==> config.mk <==
export PLATFORM = sky130hd
export DESIGN_NAME = gfm_top
export DESIGN_NICKNAME = d
export VERILOG_FILES = /design/src/verilog/gfm_pkg.sv /design/src/verilog/gfm_top.sv
export SDC_FILE = /design/constraint.sdc
export NUM_CORES = 2
export LEC_CHECK = 0
export BUFFER_PORTS_ARGS = -buffer_cell sky130_fd_sc_hd__buf_2
export CAP_MARGIN = 30
export CORE_UTILIZATION = 45
export CTS_CLUSTER_DIAMETER = 60
export DETAILED_ROUTE_END_ITERATION = 16
export PLACE_DENSITY = 0.73
export REMOVE_ABC_BUFFERS = 1
export SYNTH_ARGS = -nofsm -noshare
export SYNTH_HDL_FRONTEND = slang
export SYNTH_SLANG_ARGS = --single-unit
==> constraint.sdc <==
create_clock -name pclk -period 6.7 [get_ports pclk]
set_clock_uncertainty 0.1 [all_clocks]
set_input_delay 0.67 -clock pclk [delete_from_list [all_inputs] [get_ports pclk]]
set_output_delay 0.67 -clock pclk [all_outputs]
set_load 0.02 [all_outputs]
==> src/verilog/gfm_pkg.sv <==
// Constants, register map and carrier types for the pin function multiplexer
package gfm_pkg;
  // ----------------------------------------------------------------------
  // Sizes and timing
  // ----------------------------------------------------------------------
  localparam int          NPINS         = 16;
  localparam int          NEVENTS       = 18;
  localparam int          CLK_PERIOD_NS = 10;
  localparam int          DEB_TIME_US   = 10;
  localparam int          DEB_CYCLES    = (DEB_TIME_US * 1000) / CLK_PERIOD_NS;
  // ----------------------------------------------------------------------
  // Register indices (byte address is four times the index)
  // ----------------------------------------------------------------------
  localparam logic [15:0] IDX_PIN_CFG0  = 16'h0000;
  localparam logic [15:0] IDX_EVENT     = 16'h0010;
  localparam logic [15:0] IDX_MASK_ONE  = 16'h0011;
  localparam logic [15:0] IDX_MASK_TWO  = 16'h0012;
  localparam logic [15:0] IDX_JTAG      = 16'h0013;
  localparam logic [15:0] IDX_LOOP1_CLK = 16'h018E;
  localparam logic [15:0] IDX_LOOP2_CLK = 16'h01AE;
  // ----------------------------------------------------------------------
  // Function codes, field layout and reset values
  // ----------------------------------------------------------------------
  localparam logic [9:0]  FN_ALT        = 10'h000;
  localparam logic [9:0]  FN_LEVEL      = 10'h001;
  localparam logic [9:0]  FN_DSP        = 10'h002;
  localparam logic [9:0]  FN_REQ_ONE    = 10'h003;
  localparam logic [9:0]  FN_REQ_TWO    = 10'h004;
  localparam logic [9:0]  FN_LOOP1_CLK  = 10'h010;
  localparam logic [9:0]  FN_LOOP2_CLK  = 10'h011;
  localparam logic [9:0]  FN_LOOP1_LOCK = 10'h018;
  localparam logic [9:0]  FN_LOOP2_LOCK = 10'h019;
  localparam int          CFG_W         = 15;
  localparam int          DIV_LSB       = 1;
  localparam int          ENA_BIT       = 0;
  localparam logic [6:0]  DIV_RESET     = 7'h02;
  localparam logic [6:0]  DIV_MIN       = 7'h02;
  localparam logic [17:0] MASK_RESET    = 18'h3FFFF;
  // ----------------------------------------------------------------------
  // Per-pin alternate function table (bit 0 is pin 1)
  // ----------------------------------------------------------------------
  localparam logic [15:0] ALT_OUT_PINS  = 16'h111C;
  localparam logic [15:0] ALT_IO_PINS   = 16'hAAA0;
  localparam logic [15:0] ALT_IN_PINS   = 16'h4440;
  localparam logic [15:0] JTAG_PINS     = 16'h7000;
  localparam logic [15:0] JTAG_OUT_PINS = 16'h1000;
  localparam logic [15:0] LOW_FOUR_PINS = 16'h000F;

  // Pin configuration word, bits 14:0
  typedef struct packed {
    logic       dir;     // 1 = input
    logic       pol;     // 1 = inverted output
    logic       odrain;  // 1 = open drain
    logic       lvl;     // Written output level
    logic       deb_en;  // Input debounce enable
    logic [9:0] fn;      // Function select
  } gfm_pin_cfg_t;

  localparam gfm_pin_cfg_t CFG_RESET = '{dir: 1'b1, pol: 1'b0, odrain: 1'b0, lvl: 1'b0,
                                         deb_en: 1'b0, fn: FN_LEVEL};

  // Audio port drive from the core, toward the pins
  typedef struct packed {
    logic tx;
    logic bclk;
    logic bclk_drv;
    logic frm;
    logic frm_drv;
  } gfm_aif_out_t;

  // Audio port levels from the pins, toward the core
  typedef struct packed {
    logic rx;
    logic bclk;
    logic frm;
  } gfm_aif_in_t;
endpackage : gfm_pkg

==> src/verilog/gfm_top.sv <==
// Pin function multiplexer with APB configuration, debounce, events and clock outputs
// Operation
// Pins 1-2 plain; 14 pins have alternates
// Code 0x000 selects pin's own alternate
// Alternate fixes direction and driver type
// Port 1 on pins 5 to 8
// Port 2 on pins 9 to 12
// Port 3 on pins 13 to 16
// Pins 3-4 carry speaker PDM clock/data
// JTAG enable takes over pins 13-15
// Code 0x001 input reads debounced level
// Software should enable debounce for buttons
// Debounced edges both ways latch events
// Logic output drives the written level
// Level field write-only on output pins
// Polarity bit inverts driven level
// Code 0x002 hands pin to DSP
// Codes 0x003/0x004 output request lines
// Request one always on dedicated pin
// Every event individually maskable per line
// Codes 0x010/0x011 output divided loop clocks
// Enable bit gates each loop clock output
// Divider never alters the loop itself
// Software disables clock before changing divider
// Codes 0x018/0x019 output loop lock flags
// Lock flag edges latch events
`timescale 1ns/10ps
module gfm_top
  import gfm_pkg::*;
#(
  parameter int DEB_CYC = DEB_CYCLES
) (
  input  wire logic                pclk,
  input  wire logic                presetn,
  input  wire logic                psel,
  input  wire logic                penable,
  input  wire logic                pwrite,
  input  wire logic [17:0]         paddr,
  input  wire logic [31:0]         pwdata,
  output      logic [31:0]         prdata,
  output      logic                pready,
  output      logic                pslverr,
  input  wire logic [NPINS-1:0]    pad_in,
  output      logic [NPINS-1:0]    pad_out,
  output      logic [NPINS-1:0]    pad_oe_n,
  input  wire gfm_aif_out_t [2:0]  aif_from_core,
  output      gfm_aif_in_t  [2:0]  aif_to_core,
  input  wire logic                speaker_pdm_clock,
  input  wire logic                speaker_pdm_data,
  input  wire logic [NPINS-1:0]    dsp_out,
  input  wire logic [NPINS-1:0]    dsp_drive,
  output      logic [NPINS-1:0]    dsp_in,
  input  wire logic                jtag_tdo,
  output      logic [1:0]          jtag_in,
  input  wire logic [1:0]          loop_clk,
  input  wire logic [1:0]          loop_lock,
  output      logic                request_line_one,
  output      logic                request_line_two,
  output      logic                irq_pin
);

  // ----------------------------------------------------------------------
  // Registers
  // ----------------------------------------------------------------------
  gfm_pin_cfg_t             cfg_reg [NPINS];
  logic [NEVENTS-1:0]       event_reg;
  logic [NEVENTS-1:0]       mask_one_reg;
  logic [NEVENTS-1:0]       mask_two_reg;
  logic                     jtag_en_reg;
  logic [6:0]               div_reg [2];
  logic [1:0]               clk_en_reg;
  logic [19:0]              sync1_reg;
  logic [19:0]              sync2_reg;
  logic [19:0]              sync3_reg;
  logic [19:0]              filt_reg;
  logic [NPINS-1:0]         deb_reg;
  logic [NPINS-1:0]         deb_d_reg;
  logic [1:0]               lock_d_reg;
  logic [1:0]               gclk_reg;
  logic [31:0]              prdata_reg;
  logic                     pslverr_reg;
  logic [NPINS-1:0]         pad_out_reg;
  logic [NPINS-1:0]         pad_oe_n_reg;

  logic [15:0]              idx;
  logic                     wr_en;
  logic                     rd_setup;
  logic                     mapped;
  logic [31:0]              rd_next;
  logic [NEVENTS-1:0]       event_set;
  logic [NEVENTS-1:0]       event_clr;
  logic [NPINS-1:0]         alt_val;
  logic [NPINS-1:0]         alt_drv;
  logic [NPINS-1:0]         pad_out_next;
  logic [NPINS-1:0]         pad_oe_n_next;
  logic [NPINS-1:0]         alt_sel;
  logic [NPINS-1:0]         in_level;

  // ----------------------------------------------------------------------
  // APB decode
  // ----------------------------------------------------------------------
  // Zero wait states; read data is captured in the setup cycle
  assign idx      = paddr[17:2];
  assign wr_en    = psel & penable & pwrite & mapped;
  assign rd_setup = psel & ~penable;
  assign pready   = psel & penable;
  assign prdata   = prdata_reg;
  assign pslverr  = pslverr_reg;

  always_comb begin
    mapped = (paddr[1:0] == 2'b00) &&
             ((idx < IDX_PIN_CFG0 + 16'(NPINS)) || (idx == IDX_EVENT) ||
              (idx == IDX_MASK_ONE) || (idx == IDX_MASK_TWO) || (idx == IDX_JTAG) ||
              (idx == IDX_LOOP1_CLK) || (idx == IDX_LOOP2_CLK));
  end

  // Read multiplexer; output pins read their level field as zero
  always_comb begin
    rd_next = 32'h0000_0000;
    if (idx < IDX_PIN_CFG0 + 16'(NPINS)) begin
      rd_next[CFG_W-1:0] = cfg_reg[idx[3:0]];
      rd_next[11]        = cfg_reg[idx[3:0]].dir & deb_reg[idx[3:0]];
    end else if (idx == IDX_EVENT) begin
      rd_next[NEVENTS-1:0] = event_reg;
    end else if (idx == IDX_MASK_ONE) begin
      rd_next[NEVENTS-1:0] = mask_one_reg;
    end else if (idx == IDX_MASK_TWO) begin
      rd_next[NEVENTS-1:0] = mask_two_reg;
    end else if (idx == IDX_JTAG) begin
      rd_next[0] = jtag_en_reg;
    end else if (idx == IDX_LOOP1_CLK) begin
      rd_next[7:0] = {div_reg[0], clk_en_reg[0]};
    end else if (idx == IDX_LOOP2_CLK) begin
      rd_next[7:0] = {div_reg[1], clk_en_reg[1]};
    end
  end

  // Read data and error flag, held through the access phase
  always_ff @(posedge pclk or negedge presetn) begin
    if (!presetn) begin
      prdata_reg  <= 32'h0000_0000;
      pslverr_reg <= 1'b0;
    end else if (rd_setup) begin
      prdata_reg  <= pwrite ? 32'h0000_0000 : rd_next;
      pslverr_reg <= ~mapped;
    end
  end

  // ----------------------------------------------------------------------
  // Configuration registers
  // ----------------------------------------------------------------------
  // Pin configuration words
  always_ff @(posedge pclk or negedge presetn) begin
    if (!presetn) begin
      for (int i = 0; i < NPINS; i++) begin
        cfg_reg[i] <= CFG_RESET;
      end
    end else if (wr_en && (idx < IDX_PIN_CFG0 + 16'(NPINS))) begin
      cfg_reg[idx[3:0]] <= gfm_pin_cfg_t'(pwdata[CFG_W-1:0]);
    end
  end

  // Masks (1 = masked) and JTAG takeover
  always_ff @(posedge pclk or negedge presetn) begin
    if (!presetn) begin
      mask_one_reg <= MASK_RESET;
      mask_two_reg <= MASK_RESET;
      jtag_en_reg  <= 1'b0;
    end else if (wr_en) begin
      if (idx == IDX_MASK_ONE) mask_one_reg <= pwdata[NEVENTS-1:0];
      if (idx == IDX_MASK_TWO) mask_two_reg <= pwdata[NEVENTS-1:0];
      if (idx == IDX_JTAG) jtag_en_reg <= pwdata[0];
    end
  end

  // Loop pin-clock controls; changing the divider while enabled may glitch
  always_ff @(posedge pclk or negedge presetn) begin
    if (!presetn) begin
      div_reg[0] <= DIV_RESET;
      div_reg[1] <= DIV_RESET;
      clk_en_reg <= 2'b00;
    end else if (wr_en) begin
      if (idx == IDX_LOOP1_CLK) begin
        div_reg[0]    <= pwdata[DIV_LSB+:7];
        clk_en_reg[0] <= pwdata[ENA_BIT];
      end
      if (idx == IDX_LOOP2_CLK) begin
        div_reg[1]    <= pwdata[DIV_LSB+:7];
        clk_en_reg[1] <= pwdata[ENA_BIT];
      end
    end
  end

  // ----------------------------------------------------------------------
  // Input synchronisers: pins, loop clocks, lock flags
  // ----------------------------------------------------------------------
  // A bit changes once the second and third stages agree
  always_ff @(posedge pclk or negedge presetn) begin
    if (!presetn) begin
      sync1_reg <= 20'h00000;
      sync2_reg <= 20'h00000;
      sync3_reg <= 20'h00000;
      filt_reg  <= 20'h00000;
    end else begin
      sync1_reg <= {loop_lock, loop_clk, pad_in};
      sync2_reg <= sync1_reg;
      sync3_reg <= sync2_reg;
      filt_reg  <= (sync2_reg & sync3_reg) | (filt_reg & (sync2_reg ^ sync3_reg));
    end
  end

  assign in_level = filt_reg[NPINS-1:0];
  assign dsp_in   = in_level;

  // ----------------------------------------------------------------------
  // Debounce per pin
  // ----------------------------------------------------------------------
  // Debounce is optional; software is expected to turn it on for buttons
  for (genvar g = 0; g < NPINS; g++) begin : g_deb
    logic [15:0] cnt_reg;
    always_ff @(posedge pclk or negedge presetn) begin
      if (!presetn) begin
        cnt_reg    <= 16'h0000;
        deb_reg[g] <= 1'b0;
      end else if (!cfg_reg[g].deb_en || (in_level[g] == deb_reg[g])) begin
        cnt_reg    <= 16'h0000;
        deb_reg[g] <= in_level[g];
      end else if (cnt_reg == 16'(DEB_CYC - 1)) begin
        cnt_reg    <= 16'h0000;
        deb_reg[g] <= in_level[g];
      end else begin
        cnt_reg <= cnt_reg + 16'h0001;
      end
    end
  end

  // ----------------------------------------------------------------------
  // Sticky events and request lines
  // ----------------------------------------------------------------------
  // Edges of input-mode pins and of the lock flags; set beats clear
  always_comb begin
    for (int i = 0; i < NPINS; i++) begin
      event_set[i] = (deb_reg[i] ^ deb_d_reg[i]) & cfg_reg[i].dir &
                     (cfg_reg[i].fn == FN_LEVEL);
    end
    event_set[NPINS+:2] = filt_reg[18+:2] ^ lock_d_reg;
    event_clr = (wr_en && idx == IDX_EVENT) ? pwdata[NEVENTS-1:0] : '0;
  end

  always_ff @(posedge pclk or negedge presetn) begin
    if (!presetn) begin
      event_reg  <= '0;
      deb_d_reg  <= '0;
      lock_d_reg <= 2'b00;
    end else begin
      event_reg  <= (event_reg & ~event_clr) | event_set;
      deb_d_reg  <= deb_reg;
      lock_d_reg <= filt_reg[18+:2];
    end
  end

  assign request_line_one = |(event_reg & ~mask_one_reg);
  assign request_line_two = |(event_reg & ~mask_two_reg);
  assign irq_pin          = request_line_one;

  // ----------------------------------------------------------------------
  // Loop pin-clock dividers
  // ----------------------------------------------------------------------
  // Counts sampled loop-clock rises; the loop itself is never touched
  for (genvar l = 0; l < 2; l++) begin : g_div
    logic       clk_d_reg;
    logic [6:0] cnt_reg;
    logic [6:0] div_eff;
    assign div_eff = (div_reg[l] < DIV_MIN) ? DIV_MIN : div_reg[l];
    always_ff @(posedge pclk or negedge presetn) begin
      if (!presetn) begin
        clk_d_reg   <= 1'b0;
        cnt_reg     <= 7'h00;
        gclk_reg[l] <= 1'b0;
      end else begin
        clk_d_reg <= filt_reg[NPINS+l];
        if (filt_reg[NPINS+l] & ~clk_d_reg) begin
          cnt_reg <= (cnt_reg >= div_eff - 7'h01) ? 7'h00 : cnt_reg + 7'h01;
        end
        gclk_reg[l] <= clk_en_reg[l] & (cnt_reg < (div_eff >> 1));
      end
    end
  end

  // ----------------------------------------------------------------------
  // Alternate function wiring
  // ----------------------------------------------------------------------
  // Pins 1 and 2 have no alternate; 3 and 4 carry the speaker port
  assign alt_val[1:0] = 2'b00;
  assign alt_drv[1:0] = 2'b00;
  assign alt_val[3:2] = {speaker_pdm_data, speaker_pdm_clock};
  assign alt_drv[3:2] = 2'b11;

  // Audio port p uses pins 5+4p .. 8+4p: tx, bit clock, rx, frame clock
  for (genvar p = 0; p < 3; p++) begin : g_aif
    localparam int B = 4 + 4 * p;
    assign alt_val[B]   = aif_from_core[p].tx;
    assign alt_drv[B]   = 1'b1;
    assign alt_val[B+1] = aif_from_core[p].bclk;
    assign alt_drv[B+1] = aif_from_core[p].bclk_drv;
    assign alt_val[B+2] = 1'b0;
    assign alt_drv[B+2] = 1'b0;
    assign alt_val[B+3] = aif_from_core[p].frm;
    assign alt_drv[B+3] = aif_from_core[p].frm_drv;
    assign aif_to_core[p].rx   = in_level[B+2] & alt_sel[B+2];
    assign aif_to_core[p].bclk = in_level[B+1] & alt_sel[B+1];
    assign aif_to_core[p].frm  = in_level[B+3] & alt_sel[B+3];
  end

  assign jtag_in = in_level[14:13] & {2{jtag_en_reg}};

  // ----------------------------------------------------------------------
  // Per-pin output multiplexer
  // ----------------------------------------------------------------------
  // Open drain only applies outside the alternate function
  always_comb begin
    logic v;
    logic en;
    logic low_four;
    v = 1'b0;
    en = 1'b0;
    low_four = 1'b0;
    for (int i = 0; i < NPINS; i++) begin
      v        = 1'b0;
      en       = 1'b0;
      low_four = LOW_FOUR_PINS[i];
      alt_sel[i] = 1'b0;
      if (jtag_en_reg && JTAG_PINS[i]) begin
        en = JTAG_OUT_PINS[i];
        v  = jtag_tdo;
      end else begin
        case (cfg_reg[i].fn)
          FN_ALT: begin
            alt_sel[i] = ALT_OUT_PINS[i] | ALT_IO_PINS[i] | ALT_IN_PINS[i];
            en = alt_drv[i];
            v  = alt_val[i];
          end
          FN_LEVEL: begin
            en = ~cfg_reg[i].dir;
            v  = cfg_reg[i].lvl ^ cfg_reg[i].pol;
          end
          FN_DSP: begin
            en = dsp_drive[i];
            v  = dsp_out[i];
          end
          FN_REQ_ONE, FN_REQ_TWO: begin
            en = ~cfg_reg[i].dir;
            v  = cfg_reg[i].fn[2] ? request_line_two : request_line_one;
          end
          FN_LOOP1_CLK, FN_LOOP2_CLK: begin
            en = ~cfg_reg[i].dir & low_four;
            v  = cfg_reg[i].fn[0] ? gclk_reg[1] : gclk_reg[0];
          end
          FN_LOOP1_LOCK, FN_LOOP2_LOCK: begin
            en = ~cfg_reg[i].dir & low_four;
            v  = cfg_reg[i].fn[0] ? filt_reg[19] : filt_reg[18];
          end
          default: begin
            en = 1'b0;
            v  = 1'b0;
          end
        endcase
        if (cfg_reg[i].odrain && (cfg_reg[i].fn != FN_ALT)) begin
          en = en & ~v;
        end
      end
      pad_out_next[i]  = v & en;
      pad_oe_n_next[i] = ~en;
    end
  end

  // Registered pad drive
  always_ff @(posedge pclk or negedge presetn) begin
    if (!presetn) begin
      pad_out_reg  <= '0;
      pad_oe_n_reg <= '1;
    end else begin
      pad_out_reg  <= pad_out_next;
      pad_oe_n_reg <= pad_oe_n_next;
    end
  end

  assign pad_out  = pad_out_reg;
  assign pad_oe_n = pad_oe_n_reg;
endmodule : gfm_top

==> out/metrics.csv <==
metric;value;unit
synth_edf_count;0;
power_frac_seq;46.4;%
p_per_area;245;nW/um^2
critPathSlowestCell;clkinv_1;
largest_reg_flops;256;
gp_congestion;0.929;
yosys.area_share.adder;2.18;%
cts-htree-levels;3;
final_hold_viol_count;0;
die_width;288;um
syn_inst;3280;
period_minus_slack;4510;ps
avgSynthCellArea;11.2;sq um
core_area;80700;sq um
rows;104;
first_pass_iters;11;
synth_top_family_by_area;simple AND/OR/NAND/NOR gates;
cts.reportedPaths.clkPinSlew;60;ps
multiInputGateArea;16800;sq um
cp.required;5930;ps
syn_to_final_growth;13.2;%
ff2ff_path_depth;9;
cp.arrival;3740;ps
synth_compound_area_share;6.29;%
postCtsSetupBuffers;0;
grt_pass1_vias;25258;
grt_pass1_wl;148000;um
cp_max_fo;10;
ios;221;
drive_above_1_share;24.1;%
synth-seq-area-share;51.4;%
clock_sinks;750;
synthXorXnorAreaFrac;6.49;%
synth_cell_types;80;
die_area;82800;sq um
maxSlewHeadroom;33.2;%
finalSetupTns;0;ps
cts_hold_buf;3;
slowest_delay;780;ps
crit_type;reg -> out;
start_kind;register;
p_sw_share;23.8;%
wl;94100;um
ys_ff_latch;750;
min_path_cells;1;
via_per_inst;5.67;
overflow;0;
max_freq;0.222;GHz
grt_max_degree;166;
portBuffers;192;
wl_per_cell;20.6;um
rsz0062_at_grt;false;
synthMuxAreaShare;15.3;%
slew_viol_final;0;
cts_tree;yes;
nFillCells;6974;
power;0.0102;W
drt-initial-drc-count;2239;
yosysWarnings;0;
switchingPower;0.00242;W
clkLatencyLatePin;650;ps
violations;design-rule violations;
cp_cell_sequence;nor2b_1, a2111oi_0, nand3_1, nor2_1, buf_4, clkinv_1, buf_2;
power_frac_comb;5.8;%
vias;25856;
antenna_found_initial;8;
synthFlopType;dfrtp_1;
leakagePower;18.5;nW
power.share.clock;47.8;%
drtAntennaViolNets;0;
hold_path_class;in -> reg;
die_h;288;um
route.detailed.drc;36;
vdd_drop_max;185;uV
hpwl;64700;um
start_util;45.5;%
ff_latch_area;18900;sq um
fin_crit_sh;67.3;%
cts_root_buf;clkbuf_16;
drv_cap;0;
outcome;complete, but fails checks;
cts_resized;0;
internal-power;0.00776;W
num-nets-final;3619;
cts_made_buffers;86;
report.final.setup_viol;0;
cp-end-kind;output port;
clock_path_buffers;3;
yosys.area_share.simple;15.3;%
grt.total_usage;23.0;%
tightest_slew;1000;ps
async_reset_ff_share;100;%
syn_area;36700;sq um
-- cell type report --
cell class              instances  area share [%]
diodes                          4          0.0241
repair buffers                222            3.08
clock inverters                36           0.960
inverters                      79           0.714
multi-input cells            2291            40.4
well taps                    1060            3.19
clock buffers                 122            6.19
flip-flops and latches        750            45.4
-- worst max-delay path, delay by kind of cell, from the launching register on --
family	cells	cell delay (ps)
buf+inv	3	1500
simple gates	3	590
compound gates	1	520
flops	1	470
-- through the flow --
stage	setup WS, ps	hold WS (ps)	std cells	utilization, %	cell area [sq um]
finish	2190	34.5	4564	51.5	41600
global route	2120	18.5	4562	51.5	41600
CTS	2120	10.5	4559	51.5	41500
detailed placement	2700	235	4398	47.7	38500
global placement	2720	232	4395	47.7	38500
floorplan	3060	231	3120	-	36000
-- kinds of logic after synthesis --
| logic type | after synthesis |
|---|---|
| XOR/XNOR | 272 |
| multiplexers | 411 |
| AO/OA/AOI/OAI | 356 |
| buffers and inverters | 252 |
| other | 1 |
| adder cells (fa/ha/maj) | 64 |
| flip-flops | 750 |
| AND/OR/NAND/NOR | 1174 |
-- cell usage after synthesis, drive strengths merged, types with 13 or more instances --
cell	n	area share [%]
a21o	34	0.70
a21oi	69	0.94
a22oi	13	0.27
and2	18	0.31
and3	45	0.77
buf	75	1.2
clkbuf	98	1.0
dfrtp	664	45
dfstp	86	6.2
ha	64	2.2
inv	77	0.79
mux2	286	8.8
mux2i	34	0.93
mux4	91	5.6
nand2	251	2.6
nand2b	25	0.43
nand3	142	1.9
nand4	40	0.68
nor2	421	4.4
nor2b	39	0.66
nor3	59	0.91
nor4	45	0.81
o21ai	118	1.6
or3	26	0.44
or4	14	0.30
xnor2	90	2.1
xor2	182	4.3
-- power groups by stage --
stage | Clock [W] | Sequential (W) | Combinational, W
6_report | 0.00486 | 0.00472 | 0.000591
5_1_grt | 0.00514 | 0.00473 | 0.000655
4_1_cts | 0.00495 | 0.00473 | 0.000593
3_5_place_dp | 0 | 0.00480 | 0.000587
3_3_place_gp | 0 | 0.00480 | 0.000579
2_1_floorplan | 0 | 0.00480 | 0.000245
-- layout by cell type, fill, tap and decap left out, types with 23 or more instances in the layout --
master     instances
dfrtp_1          664
nor2_1           412
mux2_2           273
nand2_1          249
buf_2            189
xor2_1           182
nand3_1          141
o21ai_0          117
mux4_2            91
clkbuf_16         91
xnor2_1           90
dfstp_2           86
inv_1             77
a21oi_1           69
ha_1              64
nor3_1            54
and3_1            45
nor4_1            44
nand4_1           40
nor2b_1           39
a21o_1            34
mux2i_1           34
or3_1             26
nand2b_1          25
buf_4             23
-- path summary, 6_finish.rpt --
| path | start | endpoint | slack, ps |
|---|---|---|---|
| max in group asynchronous | presetn | div_reg[8]$_DFFE_PN1P_ | 4160 |
| min in group asynchronous | presetn | sync1_reg[3]$_DFF_PN0_ | 570 |
| setup reg to reg | event_reg[12]$_DFF_PN0_ | pad_out[11]$_DFF_PN0_ | 2890 |
| hold reg to reg | sync1_reg[19]$_DFF_PN0_ | sync2_reg[19]$_DFF_PN0_ | 240 |
| setup / recovery | event_reg[12]$_DFF_PN0_ | request_line_two | 2190 |
| hold / removal | pad_in[5] | sync1_reg[5]$_DFF_PN0_ | 30 |
-- routing by layer --
layer | vias to the layer above | GRT usage (%) | wire [um]
li1 | 11860 | - | -
met4 | 8 | 9.70 | 3850
met1 | 12967 | 31.6 | 39800
met3 | 181 | 4.32 | 6740
met5 | - | 0 | 44
met2 | 840 | 35.8 | 43700
(Power assumes the default switching activity.)
